File: src/acts_pkg.sv
// Package: register map, field layout and encodings of the converter control block
package acts_pkg;
	// ----------------------------------------------------------------
	// Register offsets (byte addresses)
	// ----------------------------------------------------------------
	localparam logic [7:0] OFS_CTRL   = 8'h00;
	localparam logic [7:0] OFS_STATUS = 8'h04;
	localparam logic [7:0] OFS_RESULT = 8'h08;
	// ----------------------------------------------------------------
	// Control field positions
	// ----------------------------------------------------------------
	localparam int POS_SEL  = 0;  // input_select_code, 5 bits
	localparam int POS_CSRC = 5;  // clock source, 2 bits
	localparam int POS_DIV  = 7;  // clock_divide_select, 2 bits
	localparam int POS_TSRC = 9;  // trigger source, 2 bits
	localparam int POS_HWEN = 11; // hardware trigger enable
	localparam int POS_LONG = 12; // long sample
	localparam int POS_DLY  = 16; // trigger delay, 8 bits
	// Status field positions
	localparam int POS_BUSY = 0;
	localparam int POS_DONE = 1;
	localparam int POS_RSV  = 2;
	// ----------------------------------------------------------------
	// Reset values
	// ----------------------------------------------------------------
	localparam logic [4:0] RST_SEL  = 5'h1f; // converter off
	localparam logic [1:0] RST_CSRC = 2'h0;
	localparam logic [1:0] RST_DIV  = 2'h0;
	localparam logic [1:0] RST_TSRC = 2'h0;
	localparam logic [7:0] RST_DLY  = 8'h00;
	// ----------------------------------------------------------------
	// Input select codes
	// ----------------------------------------------------------------
	localparam logic [4:0] SEL_GND_LO = 5'h10;
	localparam logic [4:0] SEL_GND_HI = 5'h12;
	localparam logic [4:0] SEL_TEMP   = 5'h16;
	localparam logic [4:0] SEL_BGAP   = 5'h17;
	localparam logic [4:0] SEL_REFH   = 5'h1d;
	localparam logic [4:0] SEL_REFL   = 5'h1e;
	localparam logic [4:0] SEL_OFF    = 5'h1f;
	// Routing of the analog multiplexer
	typedef enum logic [2:0] {
		ROUTE_EXT  = 3'h0,
		ROUTE_GND  = 3'h1,
		ROUTE_TEMP = 3'h2,
		ROUTE_BGAP = 3'h3,
		ROUTE_REFH = 3'h4,
		ROUTE_REFL = 3'h5,
		ROUTE_RSV  = 3'h6,
		ROUTE_OFF  = 3'h7
	} acts_route_e;
	// Clock sources and trigger sources
	localparam logic [1:0] CSRC_BUS  = 2'h0;
	localparam logic [1:0] CSRC_BUS2 = 2'h1;
	localparam logic [1:0] CSRC_LOC  = 2'h2;
	localparam logic [1:0] CSRC_ALT  = 2'h3;
	localparam logic [1:0] TSRC_MTIM = 2'h0;
	localparam logic [1:0] TSRC_RTC  = 2'h1;
	localparam logic [1:0] TSRC_MTCH = 2'h2;
	localparam logic [1:0] TSRC_INIT = 2'h3;
	// Conversion sequencer states, Gray along idle, delay, convert
	typedef enum logic [1:0] {
		ST_IDLE = 2'h0,
		ST_DLY  = 2'h1,
		ST_CONV = 2'h3
	} acts_state_e;
endpackage : acts_pkg

File: src/acts_adc_ctl.sv
// Converter control: input select decode, conversion clock and trigger select
`timescale 1ns/1ps

module acts_adc_ctl (
	input  wire logic        CLK_I,         // Bus clock, 25 MHz
	input  wire logic        RST_N_I,       // Synchronous reset, active low
	input  wire logic        PSEL,          // APB select
	input  wire logic        PENABLE,       // APB enable
	input  wire logic        PWRITE,        // APB direction
	input  wire logic [7:0]  PADDR,         // APB byte address
	input  wire logic [31:0] PWDATA,        // APB write data
	output logic      [31:0] PRDATA,        // APB read data
	output logic             PREADY,        // APB ready
	output logic             PSLVERR,       // APB error, unmapped address
	input  wire logic        WAIT_I,        // Processor in wait mode
	input  wire logic        DEEPEST_RETAINED_STOP_MODE_I,       // Deepest retained stop mode
	input  wire logic        LOC_TICK_I,    // Local async conversion clock tick
	input  wire logic        OSC_OUT_I,     // Oscillator output tick
	input  wire logic        MODULO_TIMER_ZERO_OVF_I,   // Modulo timer zero overflow
	input  wire logic        RTC_OVF_I,     // Real-time counter overflow
	input  wire logic        SIX_MATCH_I,   // Six-channel timer match trigger
	input  wire logic        SIX_INIT_I,    // Six-channel timer init trigger
	input  wire logic        CORE_DONE_I,   // Converter core finished
	input  wire logic [11:0] CORE_RESULT_I, // Converter core result
	output logic      [4:0]  CH_SEL_O,      // Input select code to mux
	output logic      [2:0]  ROUTE_O,       // Decoded source kind
	output logic             CONV_EN_O,     // Converter enabled
	output logic             LONG_SMP_O,    // Long sample request
	output logic             CONV_CLK_O,    // Conversion clock tick
	output logic             START_O        // Start conversion pulse
);
	// ----------------------------------------------------------------
	// State
	// ----------------------------------------------------------------
	typedef struct packed {
		logic [4:0]          sel;
		logic [1:0]          csrc;
		logic [1:0]          div;
		logic [1:0]          tsrc;
		logic                hw_en;
		logic                long_smp;
		logic [7:0]          dly;
		logic                en;
		acts_pkg::acts_route_e route;
		logic                done;
		logic [11:0]         result;
		logic                half;
		logic [2:0]          div_cnt;
		logic [7:0]          dly_cnt;
		acts_pkg::acts_state_e state;
		logic                pready;
		logic                pslverr;
		logic [31:0]         prdata;
		logic                start;
		logic                ctick;
	} acts_s;

	acts_s r;
	acts_s next_r;
	logic  wr_go;
	logic  src_tick;
	logic  trg;
	logic  trg_ok;
	logic  hw_go;
	logic  mapped;
	logic [2:0] mask;
	logic [4:0] wsel;

	// ----------------------------------------------------------------
	// Next state
	// ----------------------------------------------------------------
	always_comb begin
		next_r = r;
		mapped = (PADDR == acts_pkg::OFS_CTRL) || (PADDR == acts_pkg::OFS_STATUS) ||
			(PADDR == acts_pkg::OFS_RESULT);
		wr_go  = PSEL && PENABLE && r.pready && PWRITE;
		wsel   = PWDATA[acts_pkg::POS_SEL +: 5];
		// Bus slave, one wait state, read data latched in the first access cycle
		next_r.pready  = PSEL && PENABLE && !r.pready;
		next_r.pslverr = PSEL && PENABLE && !r.pready && !mapped;
		next_r.prdata  = 32'h0;
		if (PSEL && PENABLE && !r.pready && !PWRITE) begin
			case (PADDR)
				acts_pkg::OFS_CTRL: begin
					next_r.prdata = {8'h00, r.dly, 3'h0, r.long_smp, r.hw_en, r.tsrc, r.div, r.csrc, r.sel};
				end
				acts_pkg::OFS_STATUS: begin
					next_r.prdata = {29'h0, r.route == acts_pkg::ROUTE_RSV, r.done, r.state != acts_pkg::ST_IDLE};
				end
				acts_pkg::OFS_RESULT: next_r.prdata = {20'h0, r.result};
				default: next_r.prdata = 32'h0;
			endcase
		end
		if (wr_go && PADDR == acts_pkg::OFS_CTRL) begin
			next_r.sel      = wsel;
			next_r.csrc     = PWDATA[acts_pkg::POS_CSRC +: 2];
			next_r.div      = PWDATA[acts_pkg::POS_DIV +: 2];
			next_r.tsrc     = PWDATA[acts_pkg::POS_TSRC +: 2];
			next_r.hw_en    = PWDATA[acts_pkg::POS_HWEN];
			next_r.long_smp = PWDATA[acts_pkg::POS_LONG];
			next_r.dly      = PWDATA[acts_pkg::POS_DLY +: 8];
		end
		// Done flag cleared by writing one; completion below wins
		if (wr_go && PADDR == acts_pkg::OFS_STATUS && PWDATA[acts_pkg::POS_DONE])
			next_r.done = 1'b0;
		// Input select decode to mux routing
		next_r.en = (next_r.sel != acts_pkg::SEL_OFF);
		if (next_r.sel[4] == 1'b0)
			next_r.route = acts_pkg::ROUTE_EXT;
		else if (next_r.sel <= acts_pkg::SEL_GND_HI)
			next_r.route = acts_pkg::ROUTE_GND;
		else if (next_r.sel == acts_pkg::SEL_TEMP)
			next_r.route = acts_pkg::ROUTE_TEMP;
		else if (next_r.sel == acts_pkg::SEL_BGAP)
			next_r.route = acts_pkg::ROUTE_BGAP;
		else if (next_r.sel == acts_pkg::SEL_REFH)
			next_r.route = acts_pkg::ROUTE_REFH;
		else if (next_r.sel == acts_pkg::SEL_REFL)
			next_r.route = acts_pkg::ROUTE_REFL;
		else if (next_r.sel == acts_pkg::SEL_OFF)
			next_r.route = acts_pkg::ROUTE_OFF;
		else
			next_r.route = acts_pkg::ROUTE_RSV;
		// Conversion clock source select; alternate gated only in stop, not wait
		next_r.half = !r.half;
		case (r.csrc)
			acts_pkg::CSRC_BUS:  src_tick = 1'b1;
			acts_pkg::CSRC_BUS2: src_tick = r.half;
			acts_pkg::CSRC_LOC:  src_tick = LOC_TICK_I;
			default:             src_tick = OSC_OUT_I && !DEEPEST_RETAINED_STOP_MODE_I;
		endcase
		// Divider by 1, 2, 4 or 8
		mask = {r.div == 2'h3, r.div[1], r.div != 2'h0};
		next_r.ctick = 1'b0;
		if (src_tick) begin
			next_r.div_cnt = (r.div_cnt >= mask) ? 3'h0 : r.div_cnt + 3'h1;
			next_r.ctick   = (r.div_cnt >= mask);
		end
		// Hardware trigger select and mode gating
		case (r.tsrc)
			acts_pkg::TSRC_MTIM: trg = MODULO_TIMER_ZERO_OVF_I;
			acts_pkg::TSRC_RTC:  trg = RTC_OVF_I;
			acts_pkg::TSRC_MTCH: trg = SIX_MATCH_I;
			default:             trg = SIX_INIT_I;
		endcase
		trg_ok = !DEEPEST_RETAINED_STOP_MODE_I || (r.tsrc == acts_pkg::TSRC_RTC);
		hw_go  = r.hw_en && r.en && trg && trg_ok;
		// Conversion sequencer
		next_r.start = 1'b0;
		case (r.state)
			acts_pkg::ST_IDLE: begin
				if (hw_go && r.tsrc[1]) begin
					next_r.state   = acts_pkg::ST_DLY;
					next_r.dly_cnt = r.dly;
				end else if (hw_go) begin
					next_r.state = acts_pkg::ST_CONV;
					next_r.start = 1'b1;
				end else if (wr_go && PADDR == acts_pkg::OFS_CTRL &&
					!PWDATA[acts_pkg::POS_HWEN] && wsel != acts_pkg::SEL_OFF) begin
					next_r.state = acts_pkg::ST_CONV;
					next_r.start = 1'b1;
				end
			end
			acts_pkg::ST_DLY: begin
				if (r.dly_cnt == 8'h00) begin
					next_r.state = acts_pkg::ST_CONV;
					next_r.start = 1'b1;
				end else begin
					next_r.dly_cnt = r.dly_cnt - 8'h01;
				end
			end
			acts_pkg::ST_CONV: begin
				if (CORE_DONE_I) begin
					next_r.state  = acts_pkg::ST_IDLE;
					next_r.result = CORE_RESULT_I;
					next_r.done   = 1'b1;
				end
			end
			default: next_r.state = acts_pkg::ST_IDLE;
		endcase
	end

	// ----------------------------------------------------------------
	// Register
	// ----------------------------------------------------------------
	always_ff @(posedge CLK_I) begin
		if (!RST_N_I) begin
			r          <= '0;
			r.sel      <= acts_pkg::RST_SEL;
			r.csrc     <= acts_pkg::RST_CSRC;
			r.div      <= acts_pkg::RST_DIV;
			r.tsrc     <= acts_pkg::RST_TSRC;
			r.dly      <= acts_pkg::RST_DLY;
			r.route    <= acts_pkg::ROUTE_OFF;
			r.state    <= acts_pkg::ST_IDLE;
		end else begin
			r <= next_r;
		end
	end

	// Outputs straight from flops
	assign PRDATA     = r.prdata;
	assign PREADY     = r.pready;
	assign PSLVERR    = r.pslverr;
	assign CH_SEL_O   = r.sel;
	assign ROUTE_O    = r.route;
	assign CONV_EN_O  = r.en;
	assign LONG_SMP_O = r.long_smp;
	assign CONV_CLK_O = r.ctick;
	assign START_O    = r.start;
endmodule : acts_adc_ctl

File: config.mk
export PLATFORM = sky130hd
export DESIGN_NAME = acts_adc_ctl
export DESIGN_NICKNAME = d
export VERILOG_FILES = /design/src/acts_pkg.sv /design/src/acts_adc_ctl.sv
export SDC_FILE = /design/constraint.sdc
export NUM_CORES = 1
export LEC_CHECK = 0
export BUFFER_PORTS_ARGS = -buffer_cell sky130_fd_sc_hd__buf_2
export CELL_PAD_IN_SITES_DETAIL_PLACEMENT = 1
export CELL_PAD_IN_SITES_GLOBAL_PLACEMENT = 1
export CORE_UTILIZATION = 37
export DETAILED_ROUTE_END_ITERATION = 6
export HOLD_SLACK_MARGIN = 0.06
export PLACE_DENSITY_LB_ADDON = 0.1
export SYNTH_ARGS = -nofsm -noshare
export SYNTH_HDL_FRONTEND = slang
export SYNTH_SLANG_ARGS = --single-unit
File: constraint.sdc
create_clock -name CLK_I -period 3 [get_ports CLK_I]
set_clock_uncertainty 0.2 [all_clocks]
set_input_delay 0.3 -clock CLK_I [delete_from_list [all_inputs] [get_ports CLK_I]]
set_output_delay 0.3 -clock CLK_I [all_outputs]
set_load 0.05 [all_outputs]
**Yosys cells after proc, flatten, opt, wreduce, memory -nomap -nowiden**

Index checks and enable logic that the tools add are counted.

- Memories kept: 0
- Memory bits (writable): 0
- Logic and storage cells: 113
- Output and inout port bits: 46
- Input bits: 66
- ROM bits: 0
- Latch bits: 0
- Register bits after elaboration: 88

- Muxes and demuxes: 29
- Add/sub/neg operators: 2
- Reductions and logical operators: 38
- Bitwise logic cells: 0
- Eq/ne operators: 22
- Order comparisons: 2
- Shifts and indexed selects: 0
- Div/mod/pow operators: 0
- Multiply operators: 0

Operators by type and width:

| cell | count |
|---|---|
| case mux 24 bit (3 select lines) | 1 |
| 2-to-1 mux 13 bit | 2 |
| == test 5 bit (second input constant) | 5 |
| 2-to-1 mux 21 bit | 1 |
| logical AND 1 bit | 16 |
| zero test 8 bit | 2 |
| 2-to-1 mux 8 bit | 2 |
| case mux 8 bit (2 select lines) | 1 |
| 2-to-1 mux 3 bit | 5 |
| 2-to-1 mux 2 bit | 7 |
| != test 5 bit (second input constant) | 2 |
| == test 2 bit (second input constant) | 4 |
| == test 8 x 3 -> 1 bit (second input constant) | 1 |
| == test 8 x 4 -> 1 bit (second input constant) | 1 |
| != test 2 bit (second input constant) | 4 |
| subtractor 8 x 1 -> 8 bit (second input constant) | 1 |
| == test 2 x 1 -> 1 bit (second input constant) | 3 |
| zero test 1 bit | 6 |
| zero test 2 bit | 3 |
| 2-to-1 mux 1 bit | 6 |
| case mux 1 bit (3 select lines) | 2 |
| case mux 2 bit (3 select lines) | 1 |
| AND reduction 2 bit | 3 |
| AND reduction 3 bit | 2 |
| other kinds (8) | 12 |

**Longest topological paths before layout**

- Depth in word-level cells: 13
- Gate-level depth with buffers: 7
- Gate-level depth less buffers: 7

**Worst setup path before layout**

No wires, ideal clock.

- Path kind: register -> register
- From: register r[40] (netlist name)
- To: register r[41] (netlist name)
- Buffers on the path: 1
- Data required time: 2.684 ns
- Library setup time: 0.116 ns
- Stages on the path, launching flop included: 6
- Data arrival time: 1.941 ns
- Slack: 0.743 ns
- Period minus slack after synthesis: 2.257 ns
- Cells stage by stage: dfxtp_1 > or4_4 > or4b_4 > o2bb2ai_4 > buf_6 > a31o_2

- Word-level cells in the longest chain between the ends: 3
- Elaborated cells between the ends (all ways): 6
- Those cells by class: 1 x add/sub; 1 x eq/ne; 2 x mux; 2 x reduce/logical

RTL lines:

| element | line | source |
|---|---|---|
| from (decl) | acts_adc_ctl.sv:58 | `acts_s r;` |
| from (signal assigned) | acts_adc_ctl.sv:197 | `r <= next_r;` |
| subtractor 8 x 1 -> 8 bit / zero test 8 bit (equally long branches) | acts_adc_ctl.sv:169, acts_adc_ctl.sv:165 |  |
| 2-to-1 mux 8 bit / != test 2 bit (equally long branches) | -- |  |
| case mux 8 bit (2 select lines) / AND reduction 3 bit (equally long branches) | -- |  |

Several ways; a longest one is shown, not always the timed one. The select of a mux whose other input is x is not followed.
A chain may end at the register's enable or synchronous reset.

**Final worst setup path**

- From: register r[40] (netlist name)
- To: register r[45] (netlist name)

Same word-level chain as after synthesis.

==> impl_results.md <==
- Worst Setup SP: r[40]
- Flops & latches, synth: between 70 and 80
- Antenna-violating nets left: 0
- Worst path arrival time: about 2.5 ns
- Unrepaired setup endpoints after global routing: no
- CP bufs+invs: 0
- Fin Setup TNS: 0 ns
- Antenna violations before repair: 0
- Most frequent cell after synthesis: nand2_1
- Setup-failing EPs final: 0
- Reg2Reg Depth: 5
- CTS tree: yes
- Period utilisation layout: about four fifths
- Leakage: around 1.8 nW
- CP Depth: 5
- # Post-CTS Setup Buffers: 0
- Nets: 600
- Ys async rst share: 0%
- RR Startpoint: r[40]
- Core area: between 9000 and 10000 um2
- DP Wirelength: roughly 7000 um
- Die Width: 101 um
- Crit end category: flip-flop
- R2R Setup Slk: slightly above 0.6 ns
- Yosys top cell area share: 42.9%
- Post-Synthesis Cells: between 400 and 500
- H-tree level count: 3
- CTS Buf Count: 9
- Root Buffer: clkbuf_8
- Worst-Skew Late Latency: roughly 0.35 ns
- WL/cell: 15.3 um
- Synth area leader: dfxtp_1
- Finished Cell Area: between 4000 and 5000 um2
- Starting Density: approximately two fifths
- Register area: roughly 1500 um2
- Row count: 35
- Rel. slew slack: 46.8%
- Critical path type: flip-flop to flip-flop
- Max FO, Critical Path: 15
- Worst setup slack after layout: just over 0.6 ns
- Post-layout minimum cycle time: 2.38 ns
- Slowest stage delay, CP: a little under 0.6 ns
- Status: finished clean
- Crit-path slowest cell: or4_4
- Worst EP required: roughly 3.1 ns
- Critical Path, Cell by Cell: or4_4, or4b_4, o2bb2ai_4, a21boi_0, o21ai_0
- GRT Residual Overflow: 0
- Max capacitance violation total: 0
- Reg clk slew, reported paths: roughly 0.080 ns
- First-pass GRT wire length: between 15000 and 20000 um
- RR Endpoint: r[45]
- Buffers on Ports: around 90
- Largest net degree at the start of global routing: 25
- Vias: 3319
- Worst Setup EP: r[45]
- Yosys warns: 0
- Yosys cell types: between 40 and 50
- Placed inst area: slightly below 4000 um2
- Post-synth EDFFs: 0
- Total Routing Usage GR: a little over a fifth
- Diodes inserted: 0
- Synthesized cell area: 3590 um2
- TritonRoute pass-1 iters: 4
- Pwr dens: between 400 and 500 nW/um2
- Number of global-route vias before repair: ~3.2k
- Dpl ws: ~0.63 ns
- CP Launch Type: flip-flop
- Initial drt markers: 83
- Synth-to-layout area growth: 24.2%
- Max frequency: about 420 MHz
- Max-slew violations: 0
- Worst-margin pin slew: about 0.80 ns
- Fraction of layout cells with a size suffix above 1: between 20% and 30%
- GPL Wtd Cong: 0.786
- Clock buffer depth: 2
- Synth top cells by count: 85 x nand2_1, 77 x dfxtp_1, 43 x a21oi_1
- Clk sinks: 77
- HP Class: input pin to flip-flop
- I/O pins: 112
- Post-synthesis sequential area ratio: a little over two fifths
- Hold Fails Final Rpt: 0
- Avg Cell Area, Syn: 8.21 um2
- Routed vias/inst: 5.01
- Full die area: about 10000 um2
- WL final: between 10000 and 15000 um
- Fillers: 1151
- DRC: 0
- Die H: 101 um
- Multi-input logic area: between 1500 and 2000 um2
- Main flop type after synthesis: dfxtp_1
- Area contributors post-synth: dfxtp_1 43%, nand2_1 8.9%, buf_4 8.6%
- Max IR drop VDD: ~0.00024 V
- CP top delay family: simple AND/OR/NAND/NOR gates
-- stage by stage --
stage	hold WS [ns]	instances	util (%)	power (mW)
floorplan	0.194	447	-	1.13
global route	0.0997	662	47.8	2.12
CTS	0.0637	662	47.8	2.07
global placement	0.202	612	41.8	1.17
detailed placement	0.207	612	41.8	1.17
finish	0.0774	662	47.8	2.05
-- cell type report --
class / count / area share [%]
clock buffers: 11 / 2.95
clock inverters: 5 / 1.88
inverters: 13 / 1.09
multi-input cells: 295 / 36.7
flip-flops and latches: 77 / 34.6
well taps: 129 / 3.62
repair buffers: 132 / 19.2
-- layer usage --
metal	global-route usage [%]	share of wire, %	up-vias
met5	0	0	-
met4	9.25	1.5	0
met3	3.19	3.4	14
met2	35.1	49	76
met1	26.6	46	1590
li1	-	-	1639
-- power by group --
part / switching (mW) / leakage, nW / internal, mW
clock network: 0.397 / 0.100 / 0.472
logic: 0.0902 / 1.12 / 0.0671
registers: 0.00115 / 0.621 / 1.02
total: 0.488 / 1.84 / 1.56
-- cells in the final DEF, fill, tap and decap left out, types with 8 or more instances in the layout --
cell / n
buf_2: 88
nand2_1: 85
dfxtp_1: 77
a21oi_1: 43
dlygate4sd3_1: 34
nor2_1: 27
nand3_1: 17
o21ai_0: 16
inv_1: 13
and3_1: 11
a22oi_1: 11
conb_1: 11
buf_4: 10
clkbuf_8: 9
nor3_1: 8
-- worst reg2reg max path, stage by stage (launching register included) --
cell	delay [ns]
dfxtp_1	0.38
or4_4	0.59
or4b_4	0.57
o2bb2ai_4	0.22
a21boi_0	0.16
o21ai_0	0.18
-- worst min-delay path by stage --
stage / from / end / slack (ns) / depth (start not counted)
CTS: PWDATA[2] / CH_SEL_O[2] / 0.06 / 3
finish: PWDATA[1] / CH_SEL_O[1] / 0.08 / 3
detailed placement: r[49] / r[49] / 0.21 / 1
global placement: r[49] / r[49] / 0.20 / 1
floorplan: r[49] / r[49] / 0.19 / 1
global route: RST_N_I / CONV_CLK_O / 0.1 / 2
-- kinds of logic after synthesis --
logic type / synth area share [%]
adder cells (fa/ha/maj): 2.09
AO/OA/AOI/OAI: 17.8
other: 0.104
AND/OR/NAND/NOR: 22.8
multiplexers: 1.74
flip-flops: 42.9
buffers and inverters: 12.5
-- repair_timing --
| action | 4_1_cts | 5_1_grt |
|---|---|---|
| resized for setup | 0 | 0 |
| hold endpoints to repair | 33 | 0 |
| endpoints found under the setup margin | 0 | 0 |
| hold buffers | 34 | 0 |
-- registers in the layout, indices dropped and copies added (netlist names) --
register	flops
CH_SEL_O	5
ROUTE_O	3
CONV_CLK_O	1
PSLVERR	1
PREADY	1
PRDATA	21
CONV_EN_O	1
START_O	1
LONG_SMP_O	1
r	41
mask	1
No activity file was read; power rests on OpenSTA's default activity.
